File: config.mk
export PLATFORM = sky130hd
export DESIGN_NAME = abr_address_buffer
export DESIGN_NICKNAME = d
export VERILOG_FILES = /design/src/design/abr_address_buffer.v /design/src/design/abr_addr_latch.v /design/src/design/abr_refresh_counter.v
export VERILOG_INCLUDE_DIRS = /design/src /design/src/shared
export SDC_FILE = /design/constraint.sdc
export NUM_CORES = 1
export LEC_CHECK = 0
export ABC_CLOCK_PERIOD_IN_PS = 1700
export BUFFER_PORTS_ARGS = -buffer_cell sky130_fd_sc_hd__buf_4
export CAP_MARGIN = 25
export CORE_UTILIZATION = 48
export CTS_BUF_LIST = sky130_fd_sc_hd__clkbuf_8
export CTS_CLUSTER_SIZE = 8
export DETAILED_ROUTE_END_ITERATION = 7
export PLACE_DENSITY = 0.87
export RECOVER_POWER = 50
export SLEW_MARGIN = 20
export SYNTH_ARGS = -nofsm -noshare
export SYNTH_HDL_FRONTEND = slang
export SYNTH_HIERARCHICAL = 1
export SYNTH_SLANG_ARGS = --single-unit
File: constraint.sdc
create_clock -name sys_clk_in -period 1.7 [get_ports sys_clk_in]
set_clock_uncertainty 0.15 [all_clocks]
set_input_delay 0 -clock sys_clk_in [delete_from_list [all_inputs] [get_ports sys_clk_in]]
set_output_delay 0 -clock sys_clk_in [all_outputs]
set_load 0.01 [all_outputs]
File: src/shared/abr_consts.vh
/*
 * Constants for the address buffer with refresh counter: bus widths,
 * ownership mode codes, reset values and output idle levels.
 * Assumes it is included by bare name from each design file.
 */
`ifndef ABR_CONSTS_VH
`define ABR_CONSTS_VH

// Bus widths
`define ABR_ADDR_W      16
`define ABR_SLOT_W      17
`define ABR_DRAM_W      8
`define ABR_CNT_W       9

// Field positions inside a 16-bit latched word (bit 0 is address bit 1)
`define ABR_LO_TOP      7
`define ABR_HI_TOP      15

// Ownership modes, decoded from hold, DMA and refresh window inputs
`define ABR_MODE_CPU    2'h0
`define ABR_MODE_DMA    2'h1
`define ABR_MODE_REF    2'h2
`define ABR_MODE_MASTER 2'h3

// Reset values
`define ABR_CNT_RST     9'h000
`define ABR_ADDR_RST    16'h0000
`define ABR_SLOT_RST    17'h0_0000
`define ABR_DRAM_RST    8'h00
`define ABR_FILL_RST    8'h00

// Output enable groups
`define ABR_OE_ALL16    16'hFFFF
`define ABR_OE_NONE16   16'h0000

`endif

File: src/design/abr_address_buffer.v
/*
 * Address buffer top: latches the CPU address, steers it onto the
 * slot, peripheral and multiplexed DRAM address buses, supplies
 * refresh addresses, the buffered slot strobe and the coprocessor
 * fault interrupt.
 * Holds two address latches, the ownership decode, the three
 * steering paths, the DRAM row/column multiplexer and the
 * refresh counter with its capture register.
 * Assumes all inputs synchronous to sys_clk_in; two-way pins are
 * resolved outside from the output enables.
 * Assumes users accept one clock from any input to any pin, but two
 * from the refresh window to the captured refresh address, since
 * every pin output comes from a flip-flop.
 * Assumes no refresh window during a DMA cycle; if both come,
 * DMA ownership wins.
 * Assumes reset held three clocks or more, so the synchronised
 * counter clear is seen.
 * Assumes the DRAM strobe opens no later than the CPU strobe.
 * Slot bit 0 is never driven outside a refresh.
 */
`timescale 1ns/1ns
`include "abr_consts.vh"

module abr_address_buffer (
    input  wire                   sys_clk_in,
    input  wire                   rst_in,
    input  wire [`ABR_ADDR_W-1:0] cpu_addr_in,
    input  wire                   cpu_high_byte_n_in,
    input  wire                   cpu_addr_strobe_in,
    input  wire                   dram_addr_strobe_in,
    input  wire                   hold_grant_in,
    input  wire                   dma_cycle_n_in,
    input  wire                   refresh_window_n_in,
    input  wire                   refresh_pulse_n_in,
    input  wire                   row_col_select_in,
    input  wire                   copro_fault_n_in,
    input  wire [`ABR_SLOT_W-1:0] slot_addr_in,
    output reg  [`ABR_SLOT_W-1:0] slot_addr_out,
    output reg  [`ABR_SLOT_W-1:0] slot_addr_oe_out,
    input  wire                   slot_high_byte_n_in,
    output reg                    slot_high_byte_n_out,
    output reg                    slot_high_byte_n_oe_out,
    input  wire [`ABR_ADDR_W-1:0] periph_addr_in,
    output reg  [`ABR_ADDR_W-1:0] periph_addr_out,
    output reg  [`ABR_ADDR_W-1:0] periph_addr_oe_out,
    input  wire                   periph_high_byte_n_in,
    output reg                    periph_high_byte_n_out,
    output reg                    periph_high_byte_n_oe_out,
    output reg  [`ABR_DRAM_W-1:0] dram_addr_out,
    output wire                   refresh_top_bit_out,
    output reg                    slot_addr_strobe_out,
    output reg                    copro_fault_irq_out
);

    // Row/column pick from a 16-bit word whose bit 0 is address bit 1
    function [`ABR_DRAM_W-1:0] abr_ma_pick;
        input [`ABR_ADDR_W-1:0] word;
        input                   column;
        begin
            if (column) begin
                abr_ma_pick = word[`ABR_HI_TOP:`ABR_LO_TOP+1];
            end else begin
                abr_ma_pick = word[`ABR_LO_TOP:0];
            end
        end
    endfunction

    reg  [1:0]             mode;
    reg                    rst_meta_reg;
    reg                    rst_sync_reg;

    wire [`ABR_ADDR_W:0]   cpu_latched;
    wire [`ABR_ADDR_W-1:0] cpu_addr_q;
    wire                   cpu_high_byte_n_q;
    wire [`ABR_ADDR_W-1:0] dram_latched;
    wire [`ABR_CNT_W-1:0]  refresh_count;
    wire [`ABR_CNT_W-1:0]  refresh_capture;
    wire [`ABR_SLOT_W-1:0] refresh_slot_word;
    wire [`ABR_ADDR_W-1:0] slot_in_upper;

    reg  [`ABR_SLOT_W-1:0] slot_next;
    reg  [`ABR_SLOT_W-1:0] slot_oe_next;
    reg                    slot_hb_next;
    reg                    slot_hb_oe_next;
    reg  [`ABR_ADDR_W-1:0] periph_next;
    reg  [`ABR_ADDR_W-1:0] periph_oe_next;
    reg                    periph_hb_next;
    reg                    periph_hb_oe_next;
    reg  [`ABR_DRAM_W-1:0] dram_next;
    reg                    strobe_next;

    // Slot/peripheral latch, high byte enable rides in the top bit
    abr_addr_latch #(
        .W (`ABR_ADDR_W + 1)
    ) u_cpu_latch (
        .sys_clk_in (sys_clk_in),
        .rst_in     (rst_in),
        .strobe_in  (cpu_addr_strobe_in),
        .data_in    ({cpu_high_byte_n_in, cpu_addr_in}),
        .data_out   (cpu_latched)
    );

    assign cpu_addr_q        = cpu_latched[`ABR_ADDR_W-1:0];
    assign cpu_high_byte_n_q = cpu_latched[`ABR_ADDR_W];

    // DRAM latch is separate so an early strobe can open it sooner
    abr_addr_latch #(
        .W (`ABR_ADDR_W)
    ) u_dram_latch (
        .sys_clk_in (sys_clk_in),
        .rst_in     (rst_in),
        .strobe_in  (dram_addr_strobe_in),
        .data_in    (cpu_addr_in),
        .data_out   (dram_latched)
    );

    // Reset brought onto the clock before it clears the counter
    // Clear lags reset release by two clocks
    always @(posedge sys_clk_in) begin
        rst_meta_reg <= rst_in;
        rst_sync_reg <= rst_meta_reg;
    end

    // Direct reset as well, so the count starts at zero at once
    abr_refresh_counter u_refresh (
        .sys_clk_in          (sys_clk_in),
        .rst_in              (rst_in),
        .clear_in            (rst_sync_reg),
        .refresh_pulse_n_in  (refresh_pulse_n_in),
        .refresh_window_n_in (refresh_window_n_in),
        .count_out           (refresh_count),
        .capture_out         (refresh_capture)
    );

    // Live bit, not the capture, so the upper address tracks the count
    assign refresh_top_bit_out = refresh_count[`ABR_CNT_W-1];

    // Refresh slot word: upper bits low, low nine from the capture
    assign refresh_slot_word = {`ABR_FILL_RST, refresh_capture};
    assign slot_in_upper     = slot_addr_in[`ABR_SLOT_W-1:1];

    // Ownership decode; DMA wins if the far side breaks the refresh row
    always @* begin
        if (!hold_grant_in) begin
            mode = `ABR_MODE_CPU;
        end else if (!dma_cycle_n_in) begin
            mode = `ABR_MODE_DMA;
        end else if (!refresh_window_n_in) begin
            mode = `ABR_MODE_REF;
        end else begin
            mode = `ABR_MODE_MASTER;
        end
    end

    // Slot and peripheral address steering
    always @* begin
        slot_next         = `ABR_SLOT_RST;
        slot_oe_next      = `ABR_SLOT_RST;
        slot_hb_next      = 1'b1;
        slot_hb_oe_next   = 1'b0;
        periph_next       = `ABR_ADDR_RST;
        periph_oe_next    = `ABR_OE_NONE16;
        periph_hb_next    = 1'b1;
        periph_hb_oe_next = 1'b0;
        case (mode)
            `ABR_MODE_CPU: begin
                // Bit 0 left as input outside refresh
                slot_next         = {cpu_addr_q, 1'b0};
                slot_oe_next      = {`ABR_OE_ALL16, 1'b0};
                slot_hb_next      = cpu_high_byte_n_q;
                slot_hb_oe_next   = 1'b1;
                periph_next       = cpu_addr_q;
                periph_oe_next    = `ABR_OE_ALL16;
                periph_hb_next    = cpu_high_byte_n_q;
                periph_hb_oe_next = 1'b1;
            end
            `ABR_MODE_DMA: begin
                // Peripheral bus released so the DMA side can drive it
                slot_next         = {periph_addr_in, 1'b0};
                slot_oe_next      = {`ABR_OE_ALL16, 1'b0};
                slot_hb_next      = periph_high_byte_n_in;
                slot_hb_oe_next   = 1'b1;
                periph_oe_next    = `ABR_OE_NONE16;
                periph_hb_oe_next = 1'b0;
            end
            `ABR_MODE_REF: begin
                // Slot high byte left to whoever runs the refresh; peripheral high byte driven high
                slot_next         = refresh_slot_word;
                slot_oe_next      = {`ABR_OE_ALL16, 1'b1};
                slot_hb_oe_next   = 1'b0;
                periph_next       = refresh_slot_word[`ABR_SLOT_W-1:1];
                periph_oe_next    = `ABR_OE_ALL16;
                periph_hb_next    = 1'b1;
                periph_hb_oe_next = 1'b1;
            end
            `ABR_MODE_MASTER: begin
                // Slot bus left to the outside master
                slot_oe_next      = `ABR_SLOT_RST;
                slot_hb_oe_next   = 1'b0;
                periph_next       = slot_in_upper;
                periph_oe_next    = `ABR_OE_ALL16;
                periph_hb_next    = slot_high_byte_n_in;
                periph_hb_oe_next = 1'b1;
            end
            default: begin
                slot_oe_next      = `ABR_SLOT_RST;
                periph_oe_next    = `ABR_OE_NONE16;
            end
        endcase
    end

    // DRAM address multiplexer
    always @* begin
        dram_next = `ABR_DRAM_RST;
        if (mode == `ABR_MODE_CPU) begin
            // Refresh pulse is a don't-care while the CPU owns the bus
            dram_next = abr_ma_pick(dram_latched, row_col_select_in);
        end else if (mode == `ABR_MODE_REF) begin
            if (row_col_select_in) begin
                dram_next = `ABR_DRAM_RST;
            end else begin
                dram_next = {refresh_capture[0],
                             refresh_capture[`ABR_DRAM_W-1:1]};
            end
        end else if (!refresh_pulse_n_in || mode == `ABR_MODE_MASTER) begin
            dram_next = abr_ma_pick(slot_in_upper, row_col_select_in);
        end else begin
            // Slot copy of the DMA address is a clock late, so read it direct
            dram_next = abr_ma_pick(periph_addr_in, row_col_select_in);
        end
    end

    // Buffered slot strobe
    always @* begin
        case (mode)
            `ABR_MODE_CPU: begin
                strobe_next = cpu_addr_strobe_in;
            end
            `ABR_MODE_DMA: begin
                strobe_next = 1'b1;
            end
            default: begin
                // Low while another master owns the slot bus
                strobe_next = 1'b0;
            end
        endcase
    end

    // Every pin output registered; one cycle from input to pin, two for the captured refresh address
    always @(posedge sys_clk_in) begin
        if (rst_in) begin
            slot_addr_out             <= `ABR_SLOT_RST;
            slot_addr_oe_out          <= `ABR_SLOT_RST;
            slot_high_byte_n_out      <= 1'b1;
            slot_high_byte_n_oe_out   <= 1'b0;
            periph_addr_out           <= `ABR_ADDR_RST;
            periph_addr_oe_out        <= `ABR_OE_NONE16;
            periph_high_byte_n_out    <= 1'b1;
            periph_high_byte_n_oe_out <= 1'b0;
            dram_addr_out             <= `ABR_DRAM_RST;
            slot_addr_strobe_out      <= 1'b0;
            copro_fault_irq_out       <= 1'b0;
        end else begin
            slot_addr_out             <= slot_next;
            slot_addr_oe_out          <= slot_oe_next;
            slot_high_byte_n_out      <= slot_hb_next;
            slot_high_byte_n_oe_out   <= slot_hb_oe_next;
            periph_addr_out           <= periph_next;
            periph_addr_oe_out        <= periph_oe_next;
            periph_high_byte_n_out    <= periph_hb_next;
            periph_high_byte_n_oe_out <= periph_hb_oe_next;
            dram_addr_out             <= dram_next;
            slot_addr_strobe_out      <= strobe_next;
            copro_fault_irq_out       <= ~copro_fault_n_in;
        end
    end

endmodule

File: src/design/abr_addr_latch.v
/*
 * Transparent address latch: passes the input while the strobe is
 * high, holds the last passed value while it is low.
 * Assumes strobe and data are synchronous to the system clock.
 */
`timescale 1ns/1ns
`include "abr_consts.vh"

module abr_addr_latch #(
    parameter W = 17
) (
    input  wire         sys_clk_in,
    input  wire         rst_in,
    input  wire         strobe_in,
    input  wire [W-1:0] data_in,
    output wire [W-1:0] data_out
);

    reg [W-1:0] hold_reg;
    reg [W-1:0] hold_next;

    always @* begin
        hold_next = hold_reg;
        if (strobe_in) begin
            hold_next = data_in;
        end
    end

    always @(posedge sys_clk_in) begin
        if (rst_in) begin
            hold_reg <= {W{1'b0}};
        end else begin
            hold_reg <= hold_next;
        end
    end

    // Open while strobe high, so no extra cycle of delay
    assign data_out = strobe_in ? data_in : hold_reg;

endmodule

File: src/design/abr_refresh_counter.v
/*
 * Refresh address counter with a capture register.
 * Assumes both strobes are synchronous to the clock and that the
 * counter clear arrives already synchronised.
 */
`timescale 1ns/1ns
`include "abr_consts.vh"

module abr_refresh_counter (
    input  wire                  sys_clk_in,
    input  wire                  rst_in,
    input  wire                  clear_in,
    input  wire                  refresh_pulse_n_in,
    input  wire                  refresh_window_n_in,
    output wire [`ABR_CNT_W-1:0] count_out,
    output wire [`ABR_CNT_W-1:0] capture_out
);

    reg [`ABR_CNT_W-1:0] count_reg;
    reg [`ABR_CNT_W-1:0] count_next;
    reg [`ABR_CNT_W-1:0] capture_reg;
    reg [`ABR_CNT_W-1:0] capture_next;
    reg                  pulse_n_reg;
    reg                  window_n_reg;

    wire pulse_rise;
    wire window_fall;

    assign pulse_rise  = refresh_pulse_n_in & ~pulse_n_reg;
    assign window_fall = ~refresh_window_n_in & window_n_reg;

    always @* begin
        count_next   = count_reg;
        capture_next = capture_reg;
        if (clear_in) begin
            count_next = `ABR_CNT_RST;
        end else if (pulse_rise) begin
            count_next = count_reg + 9'h001;
        end
        // Capture sees the count before this cycle's step
        if (window_fall) begin
            capture_next = count_reg;
        end
    end

    always @(posedge sys_clk_in) begin
        if (rst_in) begin
            count_reg    <= `ABR_CNT_RST;
            capture_reg  <= `ABR_CNT_RST;
            pulse_n_reg  <= 1'b1;
            window_n_reg <= 1'b1;
        end else begin
            count_reg    <= count_next;
            capture_reg  <= capture_next;
            pulse_n_reg  <= refresh_pulse_n_in;
            window_n_reg <= refresh_window_n_in;
        end
    end

    assign count_out   = count_reg;
    assign capture_out = capture_reg;

endmodule

== Word-level counts from Yosys, hierarchy flattened ==
Cells that the tools add are included.
Word-level totals
  bits in registers: 135
  bits of input ports: 62
  output and inout bits: 81
  logic and storage cells: 56
Cells by class
  $add $sub $neg: 1
  equal/unequal tests: 3
  mux-type cells: 21
  bitwise gates (word level): 5
  reduce and logical (&&, ||, !) cells: 7
Operators with widths (count)
  case mux 17 bit (3 select lines): 2
  two-way mux 8 bit: 7
  case mux 16 bit (3 select lines): 1
  case mux 16 bit (2 select lines): 1
  two-way mux 17 bit: 1
  two-way mux 16 bit: 1
  case mux 1 bit (2 select lines): 5
  adder 9 x 1 -> 9 bit (second input constant): 1
  OR reduction 2 bit: 3
  equality test 2 bit (second input constant): 2
  two-way mux 2 bit: 2
  NOT 1 bit: 3
  OR reduction 3 bit: 1
  AND 1 bit: 2
  equality test 2 x 1 -> 1 bit (second input constant): 1
  zero test 2 bit: 1
  zero test 1 bit: 1
  logical OR 1 bit: 1
  two-way mux 1 bit: 1

== Longest topological paths before layout ==
Gate-level depths: netlist (run 1).
  depth after elaboration: 8
  mapped depth: 9
  mapped depth without buffers: 7

== Modules after synthesis ==
The synthesis (run 1) kept the hierarchy.
Modules (own cells, without submodules)
  abr_address_buffer: instances 1, cells each 275, area an instance 2441.1 um^2, seq. area each 1021.0 um^2
  abr_refresh_counter: instances 1, cells each 92, area an instance 790.8 um^2, seq. area each 400.4 um^2
  abr_addr_latch at u_cpu_latch: instances 1, cells each 54, area an instance 742.0 um^2, seq. area each 340.3 um^2
  abr_addr_latch at u_dram_latch: instances 1, cells each 51, area an instance 704.4 um^2, seq. area each 320.3 um^2

== Worst setup path after synthesis (run 1) ==
OpenSTA, ideal clock, no wires.
  kind: input port to flip-flop
  from: in dma_cycle_n_in
  to: reg dram_addr_out[0]
  setup time: 0.120 ns
  arrival time: 1.347 ns
  data required time: 1.430 ns
  path slack: 0.083 ns
  stages on the path: 9
  path buffers: 2
  path through: inv_1 -> o21ai_0 -> inv_1 -> ha_1 -> buf_2 -> nor2b_1 -> buf_2 -> nor3_1 -> o31a_1
On the way
  longest elaborated chain between the ends: 7
  elaborated cells between the ends (all ways): 9
  those cells by class: 2 x eq/ne; 5 x mux; 2 x reduce/logical
Ends and longest elaborated chain
  from (decl): RTL line abr_address_buffer.v:32  | input wire dma_cycle_n_in,
  two-way mux 2 bit *: RTL line abr_address_buffer.v:146  | end else if (!dma_cycle_n_in) begin
  two-way mux 2 bit *: RTL line abr_address_buffer.v:144  | if (!hold_grant_in) begin
  equality test 2 bit
  logical OR 1 bit (no line)
  two-way mux 8 bit: RTL line abr_address_buffer.v:225  | end else if (!refresh_pulse_n_in || mode == `ABR_MODE_MASTER) begin
  two-way mux 8 bit: RTL line abr_address_buffer.v:218  | end else if (mode == `ABR_MODE_REF) begin
  two-way mux 8 bit *: RTL line abr_address_buffer.v:215  | if (mode == `ABR_MODE_CPU) begin
  to (signal assigned): RTL line abr_address_buffer.v:260  | dram_addr_out <= `ABR_DRAM_RST;
  to (signal assigned): RTL line abr_address_buffer.v:272  | dram_addr_out <= dram_next;
  to (decl): RTL line abr_address_buffer.v:49  | output reg [`ABR_DRAM_W-1:0] dram_addr_out,
Every way passes the cells marked *; elsewhere a longest branch is shown, timed or not.
A chain may end at the register's enable or synchronous reset.

==> results of run 1 <==
-- worst max-delay path by stage --
stage	startpoint	end	slack, ns	cells past startpoint
floorplan	dma_cycle_n_in	dram_addr_out[0]$_SDFF_PP0_	0.08	9
global placement	dma_cycle_n_in	slot_addr_out[14]$_SDFF_PP0_	-0.07	8
detailed placement	dma_cycle_n_in	slot_addr_out[12]$_SDFF_PP0_	-0.21	8
CTS	rst_in	periph_addr_out[13]$_SDFF_PP0_	0.03	6
global route	rst_in	periph_addr_out[14]$_SDFF_PP0_	-0.01	6
finish	rst_in	periph_addr_out[14]$_SDFF_PP0_	0.02	6
-- where the power goes --
| part | total (uW) | switching [uW] | internal (uW) |
|---|---|---|---|
| clock network | 1750 | 873 | 875 |
| logic | 1080 | 496 | 583 |
| registers | 2610 | 56.8 | 2560 |
| total | 5440 | 1430 | 4020 |
-- through the flow --
stage	worst slack [ns]	hold WS, ns	std cells	cell area (sq um)	power [uW]
6_report	0.0179	0.0765	779	6500	5440
4_1_cts	0.0310	0.0666	779	6480	5390
2_1_floorplan	0.0828	-0.122	472	4680	3220
5_1_grt	-0.0116	0.0771	779	6500	5630
3_5_place_dp	-0.215	0.0177	696	5580	3580
3_3_place_gp	-0.0744	0.0189	696	5580	3560
-- layout make-up --
cell class / count / area [sq um]
Clock buffer: 10 / 138
Fill cell: 655 / 2830
Sequential cell: 104 / 2080
Inverter: 8 / 30.0
Tap cell: 129 / 161
Clock inverter: 6 / 91.3
Multi-Input combinational cell: 300 / 2130
Timing Repair Buffer: 222 / 1870
-- layout by cell type (no fill, tap or decap), drive strengths merged, types with 3 or more instances in the layout --
| master | Yosys | routed |
|---|---|---|
| nor2 | 15 | 15 |
| dfxtp | 104 | 104 |
| buf | 52 | 155 |
| ha | 5 | 5 |
| nand2 | 65 | 65 |
| mux2 | 33 | 33 |
| dlygate4sd3 | 0 | 67 |
| mux2i | 25 | 25 |
| a22oi | 8 | 8 |
| a21o | 6 | 6 |
| clkbuf | 8 | 10 |
| or3 | 4 | 4 |
| nor2b | 38 | 38 |
| nand3 | 3 | 3 |
| inv | 8 | 9 |
| a21oi | 56 | 56 |
| o21ai | 5 | 5 |
| nor3 | 8 | 8 |
| o31a | 8 | 8 |
| or2 | 5 | 5 |
| clkinvlp | 0 | 3 |
-- logic make-up (layout without fill, tap and decap cells) --
kind of cell / count (synthesis) / count (layout) / share of synthesized area, %
and+or+nand+nor: 146 / 146 / 16.8
muxes: 58 / 58 / 14.9
xor gates and xnor gates: 2 / 2 / 0.375
DFF: 104 / 104 / 44.5
AOI/OAI and AO/OA: 89 / 89 / 12.0
buffers and inverters: 68 / 246 / 10.1
adders and majority gates: 5 / 5 / 1.34
-- critical path, delay by kind of cell --
kind	cells	cell delay, ns
compound gates	1	0.13
simple gates	1	0.24
buf+inv	4	1.46
-- synthesized netlist by cell type, types with 2 or more instances --
cell,count,share of area (%)
a21o_1,6,0.96
a21oi_1,47,5.0
a21oi_2,9,1.7
a22oi_1,8,1.3
buf_12,2,0.86
buf_2,11,1.2
buf_4,33,5.3
buf_6,5,1.2
clkbuf_1,8,0.64
dfxtp_1,104,45
ha_1,5,1.3
inv_1,8,0.64
mux2_2,13,3.1
mux2_4,20,6.4
mux2i_1,25,5.3
nand2_1,65,5.2
nand2b_1,2,0.27
nand3_1,3,0.32
nor2_1,15,1.2
nor2b_1,29,3.9
nor2b_4,9,2.6
nor3_1,8,0.86
o21ai_0,5,0.53
o22ai_1,2,0.27
o31a_1,8,1.5
o31ai_1,2,0.32
or2_1,2,0.27
or2_2,3,0.40
or3_1,3,0.40
or4_1,2,0.32
xor2_1,2,0.37
-- routing by layer --
layer	vias to the layer above	GRT usage [%]	routed length, um
li1	1904	-	-
met1	1990	30.7	5220
met2	231	48.1	7040
met3	48	6.45	1040
met4	0	14.3	548
met5	-	0	0
-- what timing repair did --
action                                  CTS  global route
resized for setup                         0             7
hold endpoints to repair                100             0
hold buffers                             67             0
endpoints found under the setup margin    0            29
==> metrics, run 1 <==
Nets=712; Worst Path Arrival=1.85 ns; cell area after synthesis=0.00468 sq mm; number of routed nets with antenna violations=0; Layout area overhead=39.0%; Rows=35; post-layout util=69.7%; GR Overflow Total=0; RSZ-0062 raised after global routing=true; initial DRC count=297; CTS tree=done; Final period util=98.9%; slowest CP cell=dlygate4sd3_1; Peak VDD IR=0.000633 V; fraction of layout instances using a drive strength above 1=35.5%; vias in the first global route=4249; Synth Flop Type=dfxtp_1; Pre-Repair DR Iteration Count=5; Final Critical Period=1.68 ns; htree depth=3; largest net degree at the start of global routing=34; DRC viols=0; Hold Crit Endpoint=u_dram_latch/hold_reg[4]$_SDFF_PP0_; GR Util All Layers=27.3%; syn_nets=539; Die X=101 um; startpoint types=input pin; Worst-path clk slew=0.10 ns; max-cap viol count=0; EDFF count, synth=0; hpwl dp=8830 um; Avg Cell Area, Syn=9.91 sq um; PD cells=837 mW/mm^2; Mapped Cells=472; worst-skew pair later-pin latency=0.36 ns; Worst R2R Setup Slack=0.04 ns; Crit. End Element=flop; Starting Density=50.2%; Leakage Power=0.00290 uW; Synth Register Bits=104; status=finished clean; Sum Neg Setup Slack=0 ns; Post-CTS Setup Bufs=0; die area=0.0101 sq mm; reg2reg path depth=4; core area=0.00933 sq mm; clock sinks=104; Ys Warns=6; # IOs=143; number of antenna violations at the first check in global routing=0; post-DR vias/cell=5.36; worst hold start=dram_addr_strobe_in; Req. time, crit path=1.87 ns; HP Class=in -> reg; CP peak stage delay=0.56 ns; Cell variety after synth=39; Routed WL per cell=17.8 um; endpoints failing hold=0; fraction of registers with async set or reset after synthesis=0%; max frequency=0.594 GHz; Worst Max-Slew Pin Slew=0.650 ns; FF-to-FF Start=u_cpu_latch/hold_reg[16]$_SDFF_PP0_; number of diodes=0; CTS Buf Count=9; sequential-to-total area share from yosys stat=44.5%; Routability Congestion=0.919; final WL=13800 um; die height=101 um; Root Driver=clkbuf_8; Slew Limit Headroom=56.7%; IO buf count=141; Hold Crit Depth=3; Max Root-Sink Buffers=2; via count=4173; Setup Viol. Count Final=0; reg-to-reg endpoint=periph_high_byte_n_out$_SDFF_PP1_; CP cell instances=dlygate4sd3_1, buf_6, or2_1, buf_6, a21oi_2, dlygate4sd3_1; final max-slew violation count=0; first-pass GRT wire length=21200 um; crit path kind=in -> reg; CP max FO=21
Power figures use the tool's default switching activity.
==> inputs of run 2 (changes only) <==
--- a/config.mk
+++ b/config.mk
@@ -9,6 +9,7 @@
 export ABC_CLOCK_PERIOD_IN_PS = 1700
 export BUFFER_PORTS_ARGS = -buffer_cell sky130_fd_sc_hd__buf_4
 export CAP_MARGIN = 25
+export CORE_MARGIN = 5
 export CORE_UTILIZATION = 48
 export CTS_BUF_LIST = sky130_fd_sc_hd__clkbuf_8
 export CTS_CLUSTER_SIZE = 8
==> metrics, run 2 (synthesized netlist as in run 1, its figures left out) <==
CTS tree=done; fraction of layout instances using a drive strength above 1=23.7%; commonest non-fill, non-tap cell in the layout=dfxtp_1; CP peak stage delay=0.56 ns; CP Depth=6; PD cells=837 mW/mm^2; hpwl dp=9210 um; Hold Crit Depth=4; Rows=36; Worst Max-Slew Pin Slew=0.554 ns; Crit. End Element=flop; vias in the first global route=4145; Layout area overhead=36.4%; Root Driver=clkbuf_8; post-DR vias/cell=5.15; Final period util=98.2%; Buf/Inv on CP=3; startpoint types=input pin; DRC viols=0; Routed WL per cell=17.4 um; Filler Cells Inserted=788; CP most frequent cell=dlygate4sd3_1; HP Class=in -> reg; Req. time, crit path=1.81 ns; core area=0.00964 sq mm; Die X=109 um; status=finished with violations; Top delay family on crit path=buffers and inverters; Sum Neg Setup Slack=0 ns; worst-skew pair later-pin latency=0.36 ns; via count=4101; Setup Viol. Count Final=0; die area=0.0118 sq mm; clock sinks=104; Leakage Power=0.00272 uW; final max-slew violation count=0; GR Util All Layers=22.7%; worst hold slack=-0.0444 ns; Starting Density=48.5%; initial DRC count=294; Final Critical Period=1.67 ns; Routability Congestion=0.863; Pre-Repair DR Iteration Count=5; reg2reg path depth=4; Slew Limit Headroom=63.0%; number of antenna violations at the first check in global routing=0; slowest CP cell=dlygate4sd3_1; post-layout util=66.2%; CP cell instances=dlygate4sd3_1, buf_4, mux2_1, nand2_1, a21oi_2, dlygate4sd3_1; footprint of the multi-input gates=0.00208 sq mm; Peak VDD IR=0.000590 V; Nets=724; htree depth=3; max frequency=0.599 GHz; Reg area=0.00208 sq mm; Max Root-Sink Buffers=2; number of routed nets with antenna violations=0; violated checks=negative hold slack; most frequent cells in the layout=dfxtp_1 (102), buf_4 (99), dlygate4sd3_1 (77); pre-CTS setup slack=-0.141 ns; largest net degree at the start of global routing=34; max-cap viol count=0; crit path kind=in -> reg; first-pass GRT wire length=20900 um; die height=109 um; # IOs=143; IO buf count=141; Worst Path Arrival=1.78 ns; final WL=13900 um; RSZ-0062 raised after global routing=false; endpoints failing hold=1; CTS Buf Count=9; final worst slack=0.0309 ns; Worst-path clk slew=0.10 ns; CP max FO=2; GR Overflow Total=0
## run 2: cell type report
cell class                      count  share of cell area, %
Sequential cell                   104                   32.7
Antenna cell                        1                 0.0392
Multi-Input combinational cell    300                   32.5
Clock buffer                       11                   2.37
Timing Repair Buffer              234                   28.0
Clock inverter                      5                   1.26
Inverter                            8                  0.471
Tap cell                          133                   2.61
## run 2: worst paths after layout
check	startpoint	endpoint	slack [ns]
setup / recovery	cpu_addr_in[11]	periph_addr_out[11]$_SDFF_PP0_	0.03
hold / removal	hold_grant_in	periph_high_byte_n_out$_SDFF_PP1_	-0.04
setup reg to reg	u_cpu_latch/hold_reg[9]$_SDFF_PP0_	periph_addr_out[9]$_SDFF_PP0_	0.06
hold reg to reg	rst_meta_reg$_DFF_P_	rst_sync_reg$_DFF_P_	0.19
## run 2: metrics by stage
stage | power, uW | std cells | cell area [sq um]
after floorplan | 3220 | 472 | 4680
after CTS | 5430 | 795 | 6620
final | 5340 | 796 | 6380
after global routing | 5560 | 795 | 6380
after detailed placement | 3590 | 701 | 5610
after global placement | 3580 | 701 | 5610
## run 2: routing by layer
metal  GRT usage, %  routed length, um  vias to the layer above
met5              0                  0                        -
met4           10.7                636                        0
met3           4.91                925                       53
met2           39.7               6890                      181
met1           26.4               5400                     1935
li1               -                  -                     1932
## run 2: timing repair
action / in CTS / in global routing
hold buffers: 78 / 1
resized for setup: 0 / 6
setup endpoints to repair: 0 / 11
setup buffers: 0 / 1
hold endpoints to repair: 101 / 1
## run 2: worst register-to-register path: cells and delay by family, from the launching register on
family | cells | cell delay [ns]
DFF | 1 | 0.31
buffers and inverters | 1 | 0.57
and+or+nand+nor | 1 | 0.16
muxes | 1 | 0.27
AOI/OAI and AO/OA | 1 | 0.08
## run 2: where the power goes
part	switching (uW)	internal, uW	total (uW)
Clock	819	908	1730
Combinational	488	515	1000
Sequential	52.6	2560	2610
Total	1360	3980	5340
==> inputs of run 3 (changes only) <==
--- a/config.mk
+++ b/config.mk
@@ -16,6 +16,7 @@
 export DETAILED_ROUTE_END_ITERATION = 7
 export PLACE_DENSITY = 0.87
 export RECOVER_POWER = 50
+export SKIP_CTS_REPAIR_TIMING = 1
 export SLEW_MARGIN = 20
 export SYNTH_ARGS = -nofsm -noshare
 export SYNTH_HDL_FRONTEND = slang
==> constraint.sdc (replaced) <==
create_clock -name sys_clk_in -period 1.7 [get_ports sys_clk_in]
set_clock_uncertainty 0.15 [all_clocks]
set_input_delay 0 -clock sys_clk_in [delete_from_list [all_inputs] [get_ports sys_clk_in]]
set_output_delay 0 -clock sys_clk_in [all_outputs]
set_load 0.005 [all_outputs]
==> metrics, run 3 (synthesized netlist as in run 1, its figures left out) <==
status=finished clean; GR peak layer=met2; die area=0.0118 sq mm; footprint of the multi-input gates=0.00212 sq mm; DRC viols=0; Pre-Repair DR Iteration Count=6; post-DR vias/cell=5.17; final WL=13300 um; Leakage Power=0.00281 uW; Root Driver=clkbuf_8; post-layout util=66.4%; number of antenna violations at the first check in global routing=1; Worst Path Arrival=1.74 ns; Reg area=0.00208 sq mm; Setup Viol. Count Final=0; slowest CP cell=or4_1; core area=0.00964 sq mm; commonest non-fill, non-tap cell in the layout=dfxtp_1; Final period util=93.5%; IO buf count=141; Routability Congestion=0.863; crit path kind=reg -> reg; Cell Count, Final, Fillers Out=777; number of routed nets with antenna violations=0; CTS Buf Count=9; CP cell instances=ha_2, nand4b_2, or4_1, a21oi_1; Worst-path clk slew=0.10 ns; max-cap viol count=0; GR Util All Layers=19.7%; CP max FO=6; first-pass GRT wire length=18300 um; Placed Instances=701; startpoint types=flop; Routed WL per cell=17.1 um; Req. time, crit path=1.85 ns; Slew Limit Headroom=62.4%; Final Critical Period=1.59 ns; met2 usage=34.6%; most frequent cells in the layout=dfxtp_1 (102), buf_4 (101), nand2_1 (65); endpoints failing hold=0; Starting Density=48.5%; Rows=36; CP peak stage delay=0.50 ns; vias in the first global route=3634; Buf/Inv on CP=0; PD cells=832 mW/mm^2; HP Class=in -> reg; Sum Neg Setup Slack=0 ns; met3 Use GR=4.85%; Worst Max-Slew Pin Slew=0.562 ns; largest net degree at the start of global routing=34; fraction of layout instances using a drive strength above 1=34.2%; Layout area overhead=36.7%; Nets=705; max frequency=0.629 GHz; met1 GRT Util=24.0%; die height=109 um; RSZ-0062 raised after global routing=false; clock sinks=104; Die X=109 um; # IOs=143; Top delay family on crit path=simple AND/OR/NAND/NOR gates; CTS tree=done; Max Root-Sink Buffers=2; GR Overflow Total=0; via count=4014; Crit. End Element=flop; hpwl dp=9210 um; Peak VDD IR=0.000604 V; Filler Cells Inserted=764; htree depth=3; worst-skew pair later-pin latency=0.36 ns; final max-slew violation count=0; initial DRC count=245
run 3: final cells by class:
type                       instances  area share, %
tap                              133           2.60
inverter                           8          0.469
antenna                            1         0.0391
sequential                       104           32.6
clock buffer                      11           2.37
clock inverter                     5           1.25
timing repair buffer             215           27.6
multi-input combinational        300           33.1
run 3: metal layers:
metal  share of wire, %  up-vias
li1                   -     1888
met1                 39     1873
met2                 49      208
met3                8.0       45
met4                3.8        0
met5                  0        -
run 3: final timing paths:
check | end | slack (ns) | cells past startpoint | startpoint
worst max register to register | u_refresh/count_out[8]$_SDFFE_PP0P_ | 0.11 | 4 | u_refresh/count_out[1]$_SDFFE_PP0P_
worst min register to register | rst_sync_reg$_DFF_P_ | 0.19 | 0 | rst_meta_reg$_DFF_P_
worst max-delay path | u_refresh/count_out[8]$_SDFFE_PP0P_ | 0.11 | 4 | u_refresh/count_out[1]$_SDFFE_PP0P_
worst min-delay path | slot_high_byte_n_oe_out$_SDFF_PP0_ | 0.004 | 5 | hold_grant_in
run 3: worst reg2reg max path, stage by stage (launching register included):
cell and delay [ns]:
dfxtp_2 0.36, ha_2 0.20, nand4b_2 0.17, or4_1 0.50
a21oi_1 0.15
run 3: stage by stage:
step	hold WS (ns)	area (sq um)	setup slack, ns	total power (uW)
2_1_floorplan	-0.122	4680	0.0828	3180
3_3_place_gp	0.0296	5610	-0.0311	3530
3_5_place_dp	0.0235	5610	-0.141	3550
4_1_cts	-0.373	5840	0.0612	5240
5_1_grt	0.0288	6400	0.0112	5530
6_report	0.00374	6400	0.110	5320
run 3: power by group:
group,switching (uW),total [uW],internal (uW)
clock,820,1730,908
sequential,53.5,2610,2560
combinational,433,984,551
total,1310,5320,4020
